$ cat src/inc/uaf_pkg.sv
/*
 uaf_pkg: register map, field positions, reset values, timing counts,
 state codes, carrier structs and lookup tables for one uart channel
 with 16-entry fifos and automatic rts/cts flow control.
 assumes: one clock domain; the sampling tick (16x/8x/4x) comes from
 an outside baud generator as a one-cycle pulse on the same clock.
*/
// Functional notes
// - bit lasts 16, 8 or 4 ticks
// - mode 00=16x, 01=8x, 10=4x
// - start, data lsb first, parity, stop
// - fifo mode: each data write pushes
// - no fifo: holding/shifter empty flags
// - tx empty interrupt gated by enable bit1
// - fifo mode: holding empty when fifo empty
// - fifo mode: tx interrupt below trigger
// - shifter empty needs fifo and shifter empty
// - start validated at half bit, else dropped
// - mid-bit sampling, errors in status 2-4
// - rx fifo: 16 by 11 bits
// - data read pops, tags follow head
// - rx ready interrupt, gated by enable bit0
// - timeout after 4 chars plus 12 bits
// - word length 5 to 8 bits
// - auto rts needs feature and modem bit
// - rts rising sets source bit5 if enabled
// - rts off/on thresholds per trigger
// - receiver keeps storing until fifo full
// - auto cts gates transmitter
// - cts rising sets source bit5 if enabled
// - cts stops after current stop bit
package uaf_pkg;

	// ==========================================================
	// register map: word index, byte address is four times it
	typedef logic [3:0] uaf_addr_type;
	localparam uaf_addr_type ADR_DATA = 4'h0;
	localparam uaf_addr_type ADR_IEN = 4'h1;
	localparam uaf_addr_type ADR_ISRC = 4'h2;
	localparam uaf_addr_type ADR_FCTL = 4'h3;
	localparam uaf_addr_type ADR_LCTL = 4'h4;
	localparam uaf_addr_type ADR_MCTL = 4'h5;
	localparam uaf_addr_type ADR_LSTAT = 4'h6;
	localparam uaf_addr_type ADR_EFEAT = 4'h7;
	localparam uaf_addr_type ADR_SMPL = 4'h8;

	// ==========================================================
	// field positions
	localparam int IEN_RX = 0;
	localparam int IEN_TX = 1;
	localparam int IEN_RTS = 6;
	localparam int IEN_CTS = 7;
	localparam int FCTL_EN = 0;
	localparam int FCTL_RXCLR = 1;
	localparam int FCTL_TXCLR = 2;
	localparam int FCTL_TXTRIG = 4;
	localparam int FCTL_RXTRIG = 6;
	localparam int LCTL_STOP2 = 2;
	localparam int LCTL_PEN = 3;
	localparam int LCTL_EVEN = 4;
	localparam int MCTL_RTS = 1;
	localparam int EFEAT_ENH = 4;
	localparam int EFEAT_ARTS = 6;
	localparam int EFEAT_ACTS = 7;
	localparam int SMPL_MODE = 4;

	// ==========================================================
	// reset values and timing counts
	localparam logic [7:0] CFG_BYTE_RST = 8'h00;
	localparam logic [1:0] SMP_16X = 2'b00;
	localparam logic [1:0] SMP_8X = 2'b01;
	localparam logic [1:0] SMP_4X = 2'b10;
	localparam logic [3:0] BIT_LAST_16 = 4'hF;
	localparam logic [3:0] BIT_LAST_8 = 4'h7;
	localparam logic [3:0] BIT_LAST_4 = 4'h3;
	localparam logic [3:0] HALF_LAST_16 = 4'h7;
	localparam logic [3:0] HALF_LAST_8 = 4'h3;
	localparam logic [3:0] HALF_LAST_4 = 4'h1;
	localparam logic [7:0] TO_CHARS = 8'h04;
	localparam logic [7:0] TO_EXTRA_BITS = 8'h0C;
	// index: trigger select 0..3 = levels 1, 4, 8, 14
	localparam logic [4:0] TRIG_LVL [4] = '{5'h01, 5'h04, 5'h08, 5'h0E};
	localparam logic [4:0] RTS_HI [4] = '{5'h04, 5'h08, 5'h0E, 5'h0E};
	localparam logic [4:0] RTS_LO [4] = '{5'h00, 5'h01, 5'h04, 5'h08};

	// ==========================================================
	// states and carriers
	typedef enum logic [2:0] {
		ST_IDLE = 3'b000,
		ST_START = 3'b001,
		ST_DATA = 3'b010,
		ST_PAR = 3'b011,
		ST_STOP = 3'b100
	} uaf_ser_state_type;

	typedef struct packed {
		logic brk;
		logic frm;
		logic perr;
		logic [7:0] data;
	} uaf_rx_entry_type;

	typedef struct packed {
		logic [7:0] ien;
		logic [7:0] fctl;
		logic [7:0] lctl;
		logic [7:0] mctl;
		logic [7:0] efeat;
		logic [7:0] smpl;
	} uaf_cfg_type;

	function automatic logic [3:0] bit_last(input logic [1:0] m);
		case (m)
			SMP_8X: bit_last = BIT_LAST_8;
			SMP_4X: bit_last = BIT_LAST_4;
			default: bit_last = BIT_LAST_16;
		endcase
	endfunction

	function automatic logic [3:0] half_last(input logic [1:0] m);
		case (m)
			SMP_8X: half_last = HALF_LAST_8;
			SMP_4X: half_last = HALF_LAST_4;
			default: half_last = HALF_LAST_16;
		endcase
	endfunction

	// start + data + parity + stop(s), times four, plus extra bits
	function automatic logic [7:0] to_limit(input logic [7:0] lc);
		logic [7:0] ch;
		ch = 8'h07 + {6'h00, lc[1:0]} + {7'h00, lc[LCTL_PEN]}
			+ {7'h00, lc[LCTL_STOP2]};
		to_limit = 8'(ch * TO_CHARS) + TO_EXTRA_BITS;
	endfunction

endpackage

$ cat src/rtl/uaf_fifo.sv
/*
 uaf_fifo: synchronous fifo with fill count, used for both the
 transmit and receive paths.
 assumes: depth is a power of two; push when full and pop when empty
 are ignored; clear empties it in one cycle.
*/
module uaf_fifo #(
	parameter int WIDTH = 8,
	parameter int DEPTH = 16,
	localparam int AW = $clog2(DEPTH),
	localparam int CW = AW + 1
) (
	// system
	input wire logic clk_in,
	input wire logic rst_n_in,
	input wire logic clr_in,
	// write side
	input wire logic push_in,
	input wire logic [WIDTH-1:0] data_in,
	// read side
	input wire logic pop_in,
	output logic [WIDTH-1:0] data_out,
	// status
	output logic [CW-1:0] count_out,
	output logic full_out,
	output logic empty_out
);
	logic [WIDTH-1:0] mem_q [DEPTH];
	logic [AW-1:0] wr_q, wr_d, rd_q, rd_d;
	logic [CW-1:0] cnt_q, cnt_d;
	logic do_push, do_pop;

	assign full_out = cnt_q == CW'(DEPTH);
	assign empty_out = cnt_q == '0;
	assign count_out = cnt_q;
	assign data_out = mem_q[rd_q];
	assign do_push = push_in && !full_out;
	assign do_pop = pop_in && !empty_out;

	always_comb begin
		wr_d = wr_q;
		rd_d = rd_q;
		cnt_d = cnt_q;
		if (clr_in) begin
			wr_d = '0;
			rd_d = '0;
			cnt_d = '0;
		end else begin
			if (do_push)
				wr_d = wr_q + AW'(1);
			if (do_pop)
				rd_d = rd_q + AW'(1);
			if (do_push && !do_pop)
				cnt_d = cnt_q + CW'(1);
			else if (do_pop && !do_push)
				cnt_d = cnt_q - CW'(1);
		end
	end

	always_ff @(posedge clk_in) begin
		if (!rst_n_in) begin
			wr_q <= '0;
			rd_q <= '0;
			cnt_q <= '0;
		end else begin
			wr_q <= wr_d;
			rd_q <= rd_d;
			cnt_q <= cnt_d;
		end
		if (do_push && !clr_in)
			mem_q[wr_q] <= data_in;
	end
endmodule // uaf_fifo

$ cat src/rtl/uaf_top.sv
/*
 uaf_top: one uart channel with transmit and receive fifos, automatic
 rts/cts flow control and an avalon-mm register slave.
 assumes: samp_tick_in is a one-cycle pulse at the 16x/8x/4x rate from
 an outside baud generator on clk_in; rx_in and cts_n_in are pins.
*/
// The placing of the registers and the Avalon-MM interface to the registers were left to the implementer.
module uaf_top #(
	parameter int DEPTH = 16
) (
	// system
	input wire logic clk_in,
	input wire logic rst_n_in,
	// avalon-mm slave
	input wire uaf_pkg::uaf_addr_type avs_address_in,
	input wire logic avs_read_in,
	input wire logic avs_write_in,
	input wire logic [31:0] avs_writedata_in,
	input wire logic [3:0] avs_byteenable_in,
	output logic [31:0] avs_readdata_out,
	output logic avs_waitrequest_out,
	// sampling clock enable
	input wire logic samp_tick_in,
	// serial line
	input wire logic rx_in,
	input wire logic cts_n_in,
	output logic tx_out,
	output logic rts_n_out,
	output logic irq_out
);
	import uaf_pkg::*;
	localparam int CW = $clog2(DEPTH) + 1;

	// ==========================================================
	// pin synchronisers
	logic rx_m_q, rx_s_q, rx_p_q, cts_m_q, cts_s_q, cts_p_q;

	always_ff @(posedge clk_in) begin
		if (!rst_n_in) begin
			rx_m_q <= 1'b1;
			rx_s_q <= 1'b1;
			rx_p_q <= 1'b1;
			cts_m_q <= 1'b1;
			cts_s_q <= 1'b1;
			cts_p_q <= 1'b1;
		end else begin
			rx_m_q <= rx_in;
			rx_s_q <= rx_m_q;
			rx_p_q <= rx_s_q;
			cts_m_q <= cts_n_in;
			cts_s_q <= cts_m_q;
			cts_p_q <= cts_s_q;
		end
	end

	// ==========================================================
	// bus slave and configuration
	uaf_cfg_type cfg_q, cfg_d;
	logic ack_q, ack_d, wait_q;
	logic [31:0] rdata_q, rdata_d;
	logic [7:0] wd, rd_mux, isr_v, lsr_v;
	logic wr, rd, rf_pop, rd_isr, rd_lsr, wr_fctl, tf_clr, rf_clr;
	logic fifo_en, pen, stop2, even, tf_push;
	logic [1:0] mode, wl;
	logic [3:0] blast, hlast;
	logic [7:0] dmask;

	// fifo wires
	logic [7:0] tf_data;
	logic [CW-1:0] tf_cnt, rf_cnt;
	logic tf_full, tf_empty, tf_pop, rf_full, rf_empty, rf_push;
	uaf_rx_entry_type rf_head, rf_in;

	assign wd = avs_writedata_in[7:0];
	assign fifo_en = cfg_q.fctl[FCTL_EN];
	assign pen = cfg_q.lctl[LCTL_PEN];
	assign stop2 = cfg_q.lctl[LCTL_STOP2];
	assign even = cfg_q.lctl[LCTL_EVEN];
	assign wl = cfg_q.lctl[1:0];
	assign mode = cfg_q.smpl[SMPL_MODE+:2];
	assign blast = bit_last(mode);
	assign hlast = half_last(mode);
	assign dmask = 8'hFF >> ~wl;
	// a request is answered one cycle after it is seen, acted on then
	assign wr = avs_write_in && ack_q && avs_byteenable_in[0];
	assign rd = avs_read_in && ack_q;
	assign rf_pop = rd && avs_address_in == ADR_DATA;
	assign rd_isr = rd && avs_address_in == ADR_ISRC;
	assign rd_lsr = rd && avs_address_in == ADR_LSTAT;
	assign wr_fctl = wr && avs_address_in == ADR_FCTL;
	// mode change flushes both fifos so no stale bytes cross over
	assign tf_clr = wr_fctl &&
		(wd[FCTL_TXCLR] || wd[FCTL_EN] != fifo_en);
	assign rf_clr = wr_fctl &&
		(wd[FCTL_RXCLR] || wd[FCTL_EN] != fifo_en);
	// one byte accepted without fifo, sixteen with
	assign tf_push = wr && avs_address_in == ADR_DATA &&
		(fifo_en ? !tf_full : tf_empty);

	always_comb begin
		case (avs_address_in)
			ADR_DATA: rd_mux = rf_head.data;
			ADR_IEN: rd_mux = cfg_q.ien;
			ADR_ISRC: rd_mux = isr_v;
			ADR_FCTL: rd_mux = cfg_q.fctl;
			ADR_LCTL: rd_mux = cfg_q.lctl;
			ADR_MCTL: rd_mux = cfg_q.mctl;
			ADR_LSTAT: rd_mux = lsr_v;
			ADR_EFEAT: rd_mux = cfg_q.efeat;
			ADR_SMPL: rd_mux = cfg_q.smpl;
			default: rd_mux = 8'h00;
		endcase
	end

	always_comb begin
		ack_d = (avs_read_in || avs_write_in) && !ack_q;
		rdata_d = ack_d ? {24'h0000_00, rd_mux} : rdata_q;
		cfg_d = cfg_q;
		if (wr) begin
			case (avs_address_in)
				ADR_IEN: begin
					// flow interrupt enables lock until enhanced mode
					cfg_d.ien[5:0] = wd[5:0];
					if (cfg_q.efeat[EFEAT_ENH])
						cfg_d.ien[7:6] = wd[7:6];
				end
				ADR_FCTL: cfg_d.fctl = {wd[7:4], 3'b000, wd[0]};
				ADR_LCTL: cfg_d.lctl = wd;
				ADR_MCTL: cfg_d.mctl = wd;
				ADR_EFEAT: cfg_d.efeat = wd;
				ADR_SMPL: cfg_d.smpl = wd;
				default: cfg_d = cfg_q;
			endcase
		end
	end

	always_ff @(posedge clk_in) begin
		if (!rst_n_in) begin
			cfg_q <= {6{CFG_BYTE_RST}};
			ack_q <= 1'b0;
			wait_q <= 1'b1;
			rdata_q <= 32'h0000_0000;
		end else begin
			cfg_q <= cfg_d;
			ack_q <= ack_d;
			wait_q <= !ack_d;
			rdata_q <= rdata_d;
		end
	end

	// ==========================================================
	// fifos
	uaf_fifo #(.WIDTH(8), .DEPTH(DEPTH)) u_txf (
		.clk_in(clk_in), .rst_n_in(rst_n_in), .clr_in(tf_clr),
		.push_in(tf_push), .data_in(wd), .pop_in(tf_pop),
		.data_out(tf_data), .count_out(tf_cnt),
		.full_out(tf_full), .empty_out(tf_empty)
	);

	// eleven bits wide: data plus three error tags
	uaf_fifo #(.WIDTH(11), .DEPTH(DEPTH)) u_rxf (
		.clk_in(clk_in), .rst_n_in(rst_n_in), .clr_in(rf_clr),
		.push_in(rf_push), .data_in(rf_in), .pop_in(rf_pop),
		.data_out(rf_head), .count_out(rf_cnt),
		.full_out(rf_full), .empty_out(rf_empty)
	);

	// ==========================================================
	// transmitter
	uaf_ser_state_type tx_st_q, tx_st_d;
	logic [3:0] tx_cnt_q, tx_cnt_d;
	logic [2:0] tx_idx_q, tx_idx_d;
	logic [7:0] tx_sh_q, tx_sh_d;
	logic tx_par_q, tx_par_d, tx_q, tx_d, tx_end;

	assign tx_end = samp_tick_in && tx_cnt_q == blast;

	always_comb begin
		tx_st_d = tx_st_q;
		tx_idx_d = tx_idx_q;
		tx_sh_d = tx_sh_q;
		tx_par_d = tx_par_q;
		tx_cnt_d = tx_cnt_q;
		tf_pop = 1'b0;
		if (tx_st_q != ST_IDLE && samp_tick_in)
			tx_cnt_d = tx_end ? 4'h0 : tx_cnt_q + 4'h1;
		case (tx_st_q)
			ST_IDLE: begin
				// cts only looked at between characters
				if (!tf_empty &&
					!(cfg_q.efeat[EFEAT_ACTS] && cts_s_q)) begin
					tf_pop = 1'b1;
					tx_st_d = ST_START;
					tx_cnt_d = 4'h0;
					tx_sh_d = tf_data;
					tx_par_d = (^(tf_data & dmask)) ^ !even;
				end
			end
			ST_START: begin
				if (tx_end) begin
					tx_st_d = ST_DATA;
					tx_idx_d = 3'h0;
				end
			end
			ST_DATA: begin
				if (tx_end) begin
					tx_sh_d = {1'b0, tx_sh_q[7:1]};
					tx_idx_d = tx_idx_q + 3'h1;
					if (tx_idx_q == {1'b1, wl}) begin
						tx_idx_d = 3'h0;
						tx_st_d = pen ? ST_PAR : ST_STOP;
					end
				end
			end
			ST_PAR: begin
				if (tx_end)
					tx_st_d = ST_STOP;
			end
			ST_STOP: begin
				if (tx_end) begin
					if (stop2 && tx_idx_q == 3'h0)
						tx_idx_d = 3'h1;
					else
						tx_st_d = ST_IDLE;
				end
			end
			default: tx_st_d = ST_IDLE;
		endcase
		case (tx_st_d)
			ST_START: tx_d = 1'b0;
			ST_DATA: tx_d = tx_sh_d[0];
			ST_PAR: tx_d = tx_par_d;
			default: tx_d = 1'b1;
		endcase
	end

	always_ff @(posedge clk_in) begin
		if (!rst_n_in) begin
			tx_st_q <= ST_IDLE;
			tx_cnt_q <= 4'h0;
			tx_idx_q <= 3'h0;
			tx_sh_q <= 8'h00;
			tx_par_q <= 1'b0;
			tx_q <= 1'b1;
		end else begin
			tx_st_q <= tx_st_d;
			tx_cnt_q <= tx_cnt_d;
			tx_idx_q <= tx_idx_d;
			tx_sh_q <= tx_sh_d;
			tx_par_q <= tx_par_d;
			tx_q <= tx_d;
		end
	end

	// ==========================================================
	// receiver
	uaf_ser_state_type rx_st_q, rx_st_d;
	logic [3:0] rx_cnt_q, rx_cnt_d;
	logic [2:0] rx_idx_q, rx_idx_d;
	logic [7:0] rx_sh_q, rx_sh_d;
	logic rx_pb_q, rx_pb_d, rx_end, rx_done, rx_ok, ovr_set;

	assign rx_end = samp_tick_in && rx_cnt_q == blast;
	assign rf_in.data = rx_sh_q >> ~wl;
	assign rf_in.perr = pen && (rx_pb_q != ((^rf_in.data) ^ !even));
	assign rf_in.frm = !rx_s_q;
	assign rf_in.brk = !rx_s_q && rf_in.data == 8'h00 &&
		!(pen && rx_pb_q);
	assign rx_done = rx_st_q == ST_STOP && rx_end;
	// full fifo refuses; flow control does not stop the receiver
	assign rx_ok = fifo_en ? !rf_full : rf_empty;
	assign rf_push = rx_done && rx_ok;
	assign ovr_set = rx_done && !rx_ok;

	always_comb begin
		rx_st_d = rx_st_q;
		rx_idx_d = rx_idx_q;
		rx_sh_d = rx_sh_q;
		rx_pb_d = rx_pb_q;
		rx_cnt_d = rx_cnt_q;
		if (rx_st_q != ST_IDLE && samp_tick_in)
			rx_cnt_d = rx_end ? 4'h0 : rx_cnt_q + 4'h1;
		case (rx_st_q)
			ST_IDLE: begin
				if (rx_p_q && !rx_s_q) begin
					rx_st_d = ST_START;
					rx_cnt_d = 4'h0;
				end
			end
			ST_START: begin
				// a glitch gone by mid start bit is no character
				if (samp_tick_in && rx_cnt_q == hlast) begin
					rx_cnt_d = 4'h0;
					rx_idx_d = 3'h0;
					rx_st_d = rx_s_q ? ST_IDLE : ST_DATA;
				end
			end
			ST_DATA: begin
				if (rx_end) begin
					rx_sh_d = {rx_s_q, rx_sh_q[7:1]};
					rx_idx_d = rx_idx_q + 3'h1;
					if (rx_idx_q == {1'b1, wl})
						rx_st_d = pen ? ST_PAR : ST_STOP;
				end
			end
			ST_PAR: begin
				if (rx_end) begin
					rx_pb_d = rx_s_q;
					rx_st_d = ST_STOP;
				end
			end
			ST_STOP: begin
				if (rx_end)
					rx_st_d = ST_IDLE;
			end
			default: rx_st_d = ST_IDLE;
		endcase
	end

	always_ff @(posedge clk_in) begin
		if (!rst_n_in) begin
			rx_st_q <= ST_IDLE;
			rx_cnt_q <= 4'h0;
			rx_idx_q <= 3'h0;
			rx_sh_q <= 8'h00;
			rx_pb_q <= 1'b0;
		end else begin
			rx_st_q <= rx_st_d;
			rx_cnt_q <= rx_cnt_d;
			rx_idx_q <= rx_idx_d;
			rx_sh_q <= rx_sh_d;
			rx_pb_q <= rx_pb_d;
		end
	end

	// ==========================================================
	// status, interrupts, timeout and flow control
	logic ovr_q, ovr_d, fc_q, fc_d, off_q, off_d, rts_q, rts_d;
	logic irq_q, irq_d, arts, to_hit, int_rx, int_tx, int_to;
	logic [7:0] to_cnt_q, to_cnt_d, to_lim;
	logic [3:0] to_sub_q, to_sub_d;
	logic [1:0] rsel, tsel;

	assign rsel = cfg_q.fctl[FCTL_RXTRIG+:2];
	assign tsel = cfg_q.fctl[FCTL_TXTRIG+:2];
	assign arts = cfg_q.efeat[EFEAT_ARTS] && cfg_q.mctl[MCTL_RTS];
	assign to_lim = to_limit(cfg_q.lctl);
	assign to_hit = !rf_empty && to_cnt_q == to_lim;
	assign int_rx = cfg_q.ien[IEN_RX] && (fifo_en ?
		rf_cnt >= CW'(TRIG_LVL[rsel]) : !rf_empty);
	assign int_to = cfg_q.ien[IEN_RX] && to_hit;
	assign int_tx = cfg_q.ien[IEN_TX] && (fifo_en ?
		tf_cnt < CW'(TRIG_LVL[tsel]) : tf_empty);
	assign isr_v = {2'b00, fc_q, 1'b0, int_to, int_rx, int_tx,
		!(fc_q || int_to || int_rx || int_tx)};
	assign lsr_v = {1'b0, tf_empty && tx_st_q == ST_IDLE, tf_empty,
		rf_head.brk && !rf_empty, rf_head.frm && !rf_empty,
		rf_head.perr && !rf_empty, ovr_q, !rf_empty};

	always_comb begin
		to_cnt_d = to_cnt_q;
		to_sub_d = to_sub_q;
		if (rf_empty || rf_push || rf_pop) begin
			to_cnt_d = 8'h00;
			to_sub_d = 4'h0;
		end else if (samp_tick_in) begin
			to_sub_d = to_sub_q == blast ? 4'h0 : to_sub_q + 4'h1;
			if (to_sub_q == blast && to_cnt_q != to_lim)
				to_cnt_d = to_cnt_q + 8'h01;
		end
		// hysteresis: hold between the two thresholds
		off_d = off_q;
		if (!arts)
			off_d = 1'b0;
		else if (rf_cnt >= CW'(RTS_HI[rsel]))
			off_d = 1'b1;
		else if (rf_cnt <= CW'(RTS_LO[rsel]))
			off_d = 1'b0;
		rts_d = !cfg_q.mctl[MCTL_RTS] || off_d;
		// new events win over the read that clears
		ovr_d = ovr_set || (ovr_q && !rd_lsr);
		fc_d = (cfg_q.efeat[EFEAT_ENH] &&
			((cfg_q.ien[IEN_RTS] && rts_d && !rts_q) ||
			(cfg_q.ien[IEN_CTS] && cts_s_q && !cts_p_q))) ||
			(fc_q && !rd_isr);
		irq_d = !isr_v[0];
	end

	always_ff @(posedge clk_in) begin
		if (!rst_n_in) begin
			ovr_q <= 1'b0;
			fc_q <= 1'b0;
			off_q <= 1'b0;
			rts_q <= 1'b1;
			irq_q <= 1'b0;
			to_cnt_q <= 8'h00;
			to_sub_q <= 4'h0;
		end else begin
			ovr_q <= ovr_d;
			fc_q <= fc_d;
			off_q <= off_d;
			rts_q <= rts_d;
			irq_q <= irq_d;
			to_cnt_q <= to_cnt_d;
			to_sub_q <= to_sub_d;
		end
	end

	assign avs_readdata_out = rdata_q;
	assign avs_waitrequest_out = wait_q;
	assign tx_out = tx_q;
	assign rts_n_out = rts_q;
	assign irq_out = irq_q;
endmodule // uaf_top

$ cat config.mk
export PLATFORM = sky130hd
export DESIGN_NAME = uaf_top
export DESIGN_NICKNAME = d
export VERILOG_FILES = /design/src/inc/uaf_pkg.sv /design/src/rtl/uaf_fifo.sv /design/src/rtl/uaf_top.sv
export SDC_FILE = /design/constraint.sdc
export NUM_CORES = 1
export LEC_CHECK = 0
export BUFFER_PORTS_ARGS = -buffer_cell sky130_fd_sc_hd__buf_2
export CORE_MARGIN = 2
export CORE_UTILIZATION = 55
export DETAILED_ROUTE_END_ITERATION = 7
export PLACE_DENSITY = 0.75
export RECOVER_POWER = 50
export SYNTH_ARGS = -nofsm -noshare
export SYNTH_HDL_FRONTEND = slang
export SYNTH_SLANG_ARGS = --single-unit
$ cat constraint.sdc
create_clock -name clk_in -period 3.7 [get_ports clk_in]
set_clock_uncertainty 0.05 [all_clocks]
set_input_delay 0.37 -clock clk_in [delete_from_list [all_inputs] [get_ports clk_in]]
set_output_delay 0.37 -clock clk_in [all_outputs]
set_load 0.01 [all_outputs]
# Word level (Yosys, flattened, before mapping)

Memories as Yosys holds them, arrays and structs flattened. A register that Yosys moved wholly into a read port is not among the register bits.
Cells that the tools add are included.

$add $sub $neg: 18
Reduce and logical (&&, ||, !) cells: 123
Bitwise logic cells: 7
Equality and inequality tests: 44
Shift-type cells: 2
Mux-type cells: 78
Magnitude comparators: 6

Operators by type and width:

| cell                | number |
|---|---|
| $pmux 8 s9          | 1 |
| $mux 3              | 21 |
| $mux 5              | 12 |
| $logic_and 1x1->1   | 55 |
| $mux 4              | 13 |
| $bmux 5 s2          | 4 |
| $pmux 3 s5          | 2 |
| $add 4x1->4 const B | 7 |
| $logic_not 1->1     | 23 |
| $ne 2x2->1 const B  | 11 |
| $eq 3x2->1 const B  | 6 |
| $reduce_and 2->1    | 9 |
| $eq 4x3->1 const B  | 4 |
| $eq 4x4->1          | 4 |
| $mux 8              | 2 |
| $pmux 4 s2          | 2 |
| $pmux 8 s2          | 1 |
| $reduce_xor 8->1    | 2 |
| $mux 1              | 15 |
| $logic_or 1x1->1    | 12 |
| $pmux 3 s2          | 2 |
| $add 5x1->5 const B | 2 |
| $eq 5x5->1 const B  | 2 |
| $ge 5x5->1          | 2 |
| other kinds (41)    | 64 |

Bits in writable memories: 304
Output and inout bits: 36
Input bits: 47
Word-level logic and storage cells: 321
Memories: 2
Register bits after elaboration: 143

Memories:

| name        | words | bits a word | rd ports | clocked after Yosys merged registers in | wr ports | RTL line       | RTL |
|---|---|---|---|---|---|---|---|
| u_rxf.mem_q | 16    | 11          | 1        | 1                                       | 1        | uaf_fifo.sv:28 | `logic [WIDTH-1:0] mem_q [DEPTH];` |
| u_txf.mem_q | 16    | 8           | 1        | 1                                       | 1        | uaf_fifo.sv:28 |  |

# Longest topological paths before layout

Gate-level depths: netlist (run 1).

Depth after elaboration: 14
Depth in mapped cells: 16
Depth with buffers taken out: 15

# By module

Synthesis (run 1) repeated with hierarchy kept, for this count alone.

Cells, all modules: 1,469
Area, all modules: 19,941.6 µm²

By module, submodules not included:

| module           | cells an instance | instances | area an instance (µm²) | seq. area each (µm²) |
|---|---|---|---|---|
| uaf_fifo (u_rxf) | 380               | 1         | 7,537.2                | 5,625.4 |
| uaf_top          | 778               | 1         | 6,663.9                | 2,342.2 |
| uaf_fifo (u_txf) | 311               | 1         | 5,740.5                | 4,184.0 |

# Least setup slack after synthesis (run 1)

OpenSTA, ideal clock, no wires.

Kind: reg-to-reg
From: reg cfg_q[25] in the netlist's numbering
To: mem u_rxf.mem_q[0][10], data pin
Clock period less this slack: 3,756 ps
Buffers on the path: 2
Stages on the path, launching flop included: 8
Slack: -56 ps
Library setup time: 490 ps
Arrival time: 3,216 ps
Required time: 3,160 ps
Cell sequence: dfxtp_1 buf_2 buf_1 mux2_2 o21ai_0 ha_1 inv_1 a2111oi_0

RTL lines:

| element                | RTL line       | RTL |
|---|---|---|
| start, declared        | uaf_top.sv:58  | `uaf_cfg_type cfg_q, cfg_d;` |
| start signal, assigned | uaf_top.sv:139 | `cfg_q <= {6{CFG_BYTE_RST}};` |
| start signal, assigned | uaf_top.sv:144 | `cfg_q <= cfg_d;` |
| end, declared          | uaf_fifo.sv:28 |  |

# Final worst setup path (run 1)

From: reg cfg_q[27] in the netlist's numbering
To: reg to_cnt_q[5]

Cells in the longest elaborated chain, start to end: 6

Ends and longest elaborated chain:

| element                    | RTL line       | RTL |
|---|---|---|
| $add 4x1->5                | uaf_pkg.sv:131 | `ch = 8'h07 + {6'h00, lc[1:0]} + {7'h00, lc[LCTL_PEN]}` |
| $add 5x1->6                | uaf_pkg.sv:132 | `+ {7'h00, lc[LCTL_STOP2]};` |
| $add 8x4->8                | uaf_pkg.sv:133 | `to_limit = 8'(ch * TO_CHARS) + TO_EXTRA_BITS;` |
| $ne 8x8->1                 | uaf_top.sv:368 | `if (to_sub_q == blast && to_cnt_q != to_lim)` |
| $logic_and 1x1->1          | uaf_top.sv:368 |  |
| $reduce_and 2->1 (no line) | n/a            |  |
| end signal, assigned       | uaf_top.sv:404 | `to_cnt_q <= to_cnt_d;` |
| end, declared              | uaf_top.sv:340 | `logic [7:0] to_cnt_q, to_cnt_d, to_lim;` |

No other way between the ends.
A chain may end at the register's enable or synchronous reset.

==> results of run 1 <==
-- worst min-delay path: stages --
cell and delay [ns]:
buf_2 0.12, buf_4 0.18, nand3_1 0.07, a21oi_1 0.06
-- area by class of cell --
| type | instances | area, um2 | share of cell area [%] |
|---|---|---|---|
| timing repair buffer | 107 | 687 | 3.06 |
| clock buffer | 70 | 1420 | 6.31 |
| clock inverter | 18 | 198 | 0.881 |
| tap | 461 | 577 | 2.57 |
| sequential | 455 | 12200 | 54.2 |
| multi-input combinational | 878 | 7210 | 32.1 |
| inverter | 51 | 191 | 0.853 |
| antenna | 2 | 5.00 | 0.0223 |
-- synthesized netlist by cell type (5+ instances only) --
| master | count | area share (%) |
|---|---|---|
| o21ai_0 | 31 | 0.78 |
| edfxtp_1 | 304 | 46 |
| a22oi_1 | 13 | 0.49 |
| a21boi_0 | 8 | 0.30 |
| clkbuf_1 | 37 | 0.70 |
| a21o_1 | 7 | 0.26 |
| nand4_1 | 10 | 0.31 |
| ha_1 | 48 | 3.0 |
| a21boi_1 | 10 | 0.38 |
| nor3b_1 | 6 | 0.23 |
| a22o_1 | 8 | 0.35 |
| xnor2_1 | 37 | 1.6 |
| nand2b_1 | 16 | 0.50 |
| a31oi_1 | 9 | 0.28 |
| buf_4 | 26 | 0.98 |
| xor2_1 | 31 | 1.4 |
| or3_1 | 9 | 0.28 |
| mux2i_1 | 72 | 3.6 |
| and2_1 | 9 | 0.28 |
| nor2b_1 | 69 | 2.2 |
| mux2_2 | 7 | 0.39 |
| and3_1 | 5 | 0.16 |
| buf_1 | 9 | 0.17 |
| dfxtp_1 | 151 | 15 |
| a221oi_1 | 6 | 0.26 |
| nor3_1 | 11 | 0.28 |
| a21oi_1 | 39 | 0.98 |
| nand3_1 | 16 | 0.40 |
| nor2_1 | 126 | 2.4 |
| nand2_1 | 93 | 1.7 |
| buf_2 | 10 | 0.25 |
| o21ai_1 | 7 | 0.18 |
| inv_1 | 45 | 0.85 |
| mux4_2 | 84 | 9.5 |
-- metal layers --
| metal | wire (um) | global-route usage [%] | vias up |
|---|---|---|---|
| met3 | 3350 | 4.39 | 97 |
| met1 | 18800 | 32.9 | 6022 |
| met5 | 0 | 0 | - |
| met2 | 21400 | 39.1 | 497 |
| li1 | - | - | 5498 |
| met4 | 1480 | 8.52 | 0 |
-- power by group through the flow --
stage,Sequential [uW],Clock (uW),Combinational [uW]
floorplan,5680,0,1260
global placement,5760,0,1530
detailed placement,5760,0,1560
CTS,5660,4910,1580
global route,5670,5100,1700
finish,5660,4830,1560
-- timing repair --
item                      4_1_cts  5_1_grt
resized for setup               0        0
setup buffers                   0        0
hold buffers                    2        0
hold endpoints to repair        2        0
-- stage by stage --
stage	cell area, um2	std cells	total power [uW]	worst slack [ns]
floorplan	20100	1470	6930	0.323
global placement	20900	1950	7290	0.394
detailed placement	20900	1950	7330	0.292
CTS	22500	2040	12100	0.269
global route	22400	2041	12500	0.0346
finish	22400	2042	12100	0.294
-- flip-flops by register name, indices dropped and copies added, names as in the netlist, 5 cells and up, named ones only --
name,count
u_rxf.mem_q,176
u_txf.mem_q,128
cfg_q,45
avs_readdata_out,8
rx_sh_q,8
to_cnt_q,8
tx_sh_q,8
u_rxf.count_out,5
u_txf.count_out,5
-- cells in the final DEF (no fill, tap or decap), types with 37 or more instances in the layout --
cell,instances
xnor2_1,37
inv_1,47
nand2_1,93
clkbuf_1,40
mux2i_1,72
buf_4,63
nor2_1,126
edfxtp_1,304
ha_1,48
mux4_2,84
dfxtp_1,148
clkbuf_16,50
nor2b_1,69
a21oi_1,39
-- cells by family (layout without fill, tap and decap cells) --
logic type | count (synthesis) | in the layout | synth area share [%]
flops | 455 | 455 | 60.9
simple gates | 391 | 391 | 9.65
compound gates | 177 | 177 | 5.94
mux | 165 | 165 | 13.7
buf+inv | 137 | 246 | 3.34
xor+xnor | 70 | 70 | 3.15
fa+ha+maj | 51 | 51 | 3.31
other cells | 1 | 26 | 0.0188
-- how the worst max path moves through the flow --
stage                     startpoint           to  slack [ns]  cells after the start
after floorplan            cfg_q[24]  to_cnt_q[5]        0.32                     16
after global placement     cfg_q[27]  to_cnt_q[5]        0.39                     15
after detailed placement   cfg_q[27]  to_cnt_q[5]        0.29                     15
after CTS                  cfg_q[27]  to_cnt_q[5]        0.27                     15
after global routing       cfg_q[27]  to_cnt_q[5]        0.03                     15
final                      cfg_q[27]  to_cnt_q[5]        0.29                     15
==> impl_metrics.yaml, run 1 <==
power_and_ir_drop:
  seq_power_share_pct: 46.9
  vdd_drop_max_mv: 0.441
  switching_share_pct: 24.5
  p_int_uw: 9100
  power.switching_uw: 2950
  pwr-share-clk_pct: 40.1
  power_frac_comb_pct: 13.0
  leakage_uw: 0.00750
  powerDensity_nw_per_um2: 537
drt:
  viasPerCell: 5.93
  post_drt_wl_per_cell_um: 22.1
  vias: 12100
  drtPass1Iterations: 5
  drtIter0Drc: 1356
  drc: 0
  wl_um: 45000
  antenna_left: 0
sta:
  fin_crit_ns: 3.41
  fin_tns_setup_ns: 0
  finalCritPeriodShare_pct: 92.0
  holdWs_ns: 0.214
  rsz0062_at_grt: "no"
  maxSlewHeadroom_pct: -16.6
  max_freq_mhz: 294
  slew_viol_final: 27
  hold_violations: 0
  max_slew.worst_pin.slew_ns: 1.74
  setup_viol: 0
worst_setup_path:
  end_kind: "flip-flop"
  cpPeakStageDelay_ns: 0.48
  crit_path_cell_trace: "inv_1 -> ha_1 -> inv_1 -> ha_1 -> inv_1 -> fa_1 -> ha_1 -> xnor2_1 -> xnor2_1 -> nor2_1 -> a31oi_1 -> and4_1 -> and3_1 -> xnor2_1 -> nor2_1"
  rrSetupSlack_ns: 0.29
  arrival_ns: 3.81
  crit_slowest_cell: "fa_1"
  cp_data_required_time_ns: 4.10
  cp-start-kind: "flip-flop"
  r2r_cells: 15
  critPathKind: "reg -> reg"
  rr_startpoint: "cfg_q[27]"
  crit_family: "adder cells"
  cp_max_fo: 6
  timing.rr.end: "to_cnt_q[5]"
  critPathBufInv: 3
floorplanning:
  die_w_um: 195
  num_rows: 69
  dieArea_um2: 37800
  start_util_pct: 56.0
  core_area_um2: 35700
  io_pins: 83
  die_h_um: 195
placed_design:
  hpwl_um: 29500
  io_buffers: 31
  gp_congestion: 0.852
clocking:
  cts_buffers: 48
  tritoncts: "done"
  clk_path_buf_depth: 3
  root_buffer: "clkbuf_16"
  clk_latency_ns: 0.58
  clkTransAtPathRegs_ns: 0.06
  clock-sinks: 455
  htree_levels: 2
global_route:
  grt_pass1_wl_um: 69200
  antenna_found_initial: 2
  grt_pass1_vias: 11800
  grt_max_degree: 48
  grtUsageTotal_pct: 24.1
  grt-ovfl-total: 0
synthesis:
  avgSynthCellArea_um2: 13.8
  yosysWarningCount: 0
  synth_cell_types: 71
  synth-main-ff-cell: "edfxtp_1"
  synth-seq-cells: 455
  seq_area_frac_synth_pct: 60.9
  synthArstFlopShare_pct: 0
  synth_edf_count: 304
  syn_inst: 1447
  syn-cell-area_um2: 20000
final_layout:
  fin_nets: 1639
  area_growth_pct: 12.4
  fillerInstances: 2569
  layout-drive-gt1-share_pct: 16.3
  post-route-util_pct: 62.9
hold_path:
  min_to: "tx_cnt_q[1]"
  hold_path_startpoint: "samp_tick_in"
  hp-class: "in -> reg"
  hold_depth: 4
status:
  violations: "max-capacitance violations, max-slew violations"
  outcome: "complete, but fails checks"
flow_run:
  maxCapViolations: 3
Power figures use the tool's default switching activity.
==> run 2, diff against run 1 <==
- CELL_PAD_IN_SITES_DETAIL_PLACEMENT: not set -> 0
- CELL_PAD_IN_SITES_GLOBAL_PLACEMENT: not set -> 1
- CORE_UTILIZATION: 55 -> 47
- PLACE_DENSITY: 0.75 -> not set
- PLACE_DENSITY_LB_ADDON: not set -> 0.1
==> run 2 against run 1 <==
Net effect: the flow still finishes with violations (max-capacitance violations, max-slew violations); sequential share of layout area decreased by 0.18 points; routed wire length increased by 5.1%; critical path depth decreased by 1; via count decreased by 3.6%; critical endpoint is now u_rxf.count_out[4].
==> impl_metrics.yaml, run 2 (synthesized netlist as in run 1, its figures left out) <==
power_and_ir_drop:
  switching_share_pct: 25.2
  leakage_uw: 0.00747
  power.switching_uw: 3020
  pwr-share-clk_pct: 39.7
  power_frac_comb_pct: 13.4
  powerDensity_nw_per_um2: 532
  p_int_uw: 8960
  seq_power_share_pct: 47.0
  vdd_drop_max_mv: 0.401
worst_setup_path:
  timing.rr.end: "u_rxf.count_out[4]"
  crit_path_cell_trace: "or4_1 -> nor2_2 -> buf_4 -> nor3_1 -> buf_4 -> inv_1 -> ha_1 -> inv_1 -> fa_1 -> a21o_1 -> a21oi_1 -> xnor2_1 -> or3_1 -> a21oi_1"
  end_kind: "flip-flop"
  critPathKind: "reg -> reg"
  r2r_cells: 14
  crit_slowest_cell: "or4_1"
  cpPeakStageDelay_ns: 0.66
  cp-start-kind: "flip-flop"
  rr_startpoint: "u_rxf.count_out[0]"
  cp_max_fo: 6
  cp_data_required_time_ns: 4.15
  arrival_ns: 3.83
  rrSetupSlack_ns: 0.32
floorplanning:
  die_h_um: 210
  dieArea_um2: 44200
  core_area_um2: 41900
  num_rows: 75
  start_util_pct: 47.6
  io_pins: 83
  die_w_um: 210
clocking:
  cts_hold_buf: 2
  clk_latency_ns: 0.58
  root_buffer: "clkbuf_16"
  cts_setup_buffers: 0
  clock-sinks: 455
  clk_path_buf_depth: 3
  htree_levels: 2
  cts.repair.resized: 0
  tritoncts: "done"
  cts_buffers: 49
  clkTransAtPathRegs_ns: 0.06
hold_path:
  hp-class: "in -> reg"
  hold_path_startpoint: "avs_write_in"
  hold_depth: 4
  min_to: "avs_waitrequest_out"
final_layout:
  largest-register: "u_rxf.mem_q"
  largest_reg_flops: 176
  fin_nets: 1646
  n_antenna_cell: 0
  fillerInstances: 3533
  reg_top3: "u_rxf.mem_q (176), u_txf.mem_q (128), cfg_q (45)"
  layout_common_cells: "edfxtp_1 (304), dfxtp_1 (148), nor2_1 (126)"
  area_growth_pct: 12.8
  stdcell_area_um2: 22500
  mostFrequentLayoutCell: "edfxtp_1"
  layout-drive-gt1-share_pct: 16.6
placed_design:
  gp_congestion: 0.793
  placed_cell_area_um2: 21000
  hpwl_um: 31700
  io_buffers: 31
sta:
  max_slew.worst_pin.slew_ns: 1.84
  max_freq_mhz: 296
  hold_violations: 0
  holdWs_ns: 0.181
  rsz0062_at_grt: "no"
  setup_viol: 0
  slew_viol_final: 56
  maxSlewHeadroom_pct: -22.7
  finalCritPeriodShare_pct: 91.4
  fin_tns_setup_ns: 0
  fin_crit_ns: 3.38
drt:
  antenna_left: 0
  drtIter0Drc: 924
  met1_length_um: 21100
  drc: 0
  vias: 11700
  dr_wl_met2_um: 23300
  viasPerCell: 5.49
  post_drt_wl_per_cell_um: 22.3
  top_layer_used: "met4"
  drtPass1Iterations: 6
  wl_um: 47300
  wl_met3_um: 1970
global_route:
  grt_pass1_wl_um: 71500
  grt_max_degree: 47
  grt-ovfl-total: 0
  grt_pass1_vias: 11800
  antenna_found_initial: 0
  grtUsageTotal_pct: 21.9
flow_run:
  maxCapViolations: 2
status:
  outcome: "complete, but fails checks"
  violations: "max-capacitance violations, max-slew violations"
run 2: cell count changes in the layout (fill, tap and decap cells not counted), moves of 2 or more:
cell,change
clkinv_1,+7
clkbuf_8,-8
diode_2,-2
clkinvlp_4,+5
clkinv_2,+3
buf_4,+3
run 2: power groups by stage:
| stage | combinational, uW | sequential, uW | clock [uW] |
|---|---|---|---|
| 5_1_grt | 1750 | 5650 | 5050 |
| 2_1_floorplan | 1260 | 5680 | 0 |
| 3_5_place_dp | 1630 | 5740 | 0 |
| 6_report | 1600 | 5630 | 4750 |
| 3_3_place_gp | 1610 | 5740 | 0 |
| 4_1_cts | 1630 | 5630 | 4860 |
run 2: worst max-delay path: cells and delay by family (launching register included):
kind,cells,cell delay (ns)
adder cells (fa/ha/maj),2,0.60
flip-flops,1,0.38
AO/OA/AOI/OAI,3,0.49
buffers and inverters,4,0.52
XOR/XNOR,1,0.09
AND/OR/NAND/NOR,4,1.19
run 2: area by class of cell:
| type | count | area [um2] | share of cell area (%) |
|---|---|---|---|
| Clock buffer | 59 | 1320 | 5.85 |
| Multi-Input combinational cell | 878 | 7220 | 32.1 |
| Tap cell | 539 | 674 | 3.00 |
| Inverter | 51 | 191 | 0.850 |
| Timing Repair Buffer | 113 | 717 | 3.18 |
| Sequential cell | 455 | 12200 | 54.0 |
| Clock inverter | 31 | 239 | 1.06 |
run 2: worst max-delay path by stage:
stage / end / start / cells after the start / slack [ns]
2_1_floorplan: to_cnt_q[5] / cfg_q[24] / 16 / 0.32
3_3_place_gp: u_rxf.count_out[4] / u_rxf.count_out[0] / 14 / 0.37
3_5_place_dp: u_rxf.count_out[4] / u_rxf.count_out[0] / 14 / 0.34
4_1_cts: u_rxf.count_out[4] / u_rxf.count_out[0] / 14 / 0.34
5_1_grt: to_cnt_q[7] / cfg_q[24] / 15 / 0.12
6_report: u_rxf.count_out[4] / u_rxf.count_out[0] / 14 / 0.32
run 2: metal layers:
layer | track usage, % | vias to the layer above
li1 | - | 5504
met1 | 29.7 | 5875
met2 | 37.0 | 232
met3 | 3.05 | 65
met4 | 6.02 | 0
met5 | 0 | -
run 2: through the flow:
| stage | std cells | util (%) | setup slack [ns] | power (uW) |
|---|---|---|---|---|
| floorplan | 1470 | - | 0.323 | 6930 |
| CTS | 2126 | 53.9 | 0.337 | 12100 |
| global route | 2126 | 53.7 | 0.119 | 12400 |
| global placement | 2034 | 50.2 | 0.369 | 7350 |
| detailed placement | 2034 | 50.2 | 0.342 | 7360 |
| finish | 2126 | 53.7 | 0.318 | 12000 |
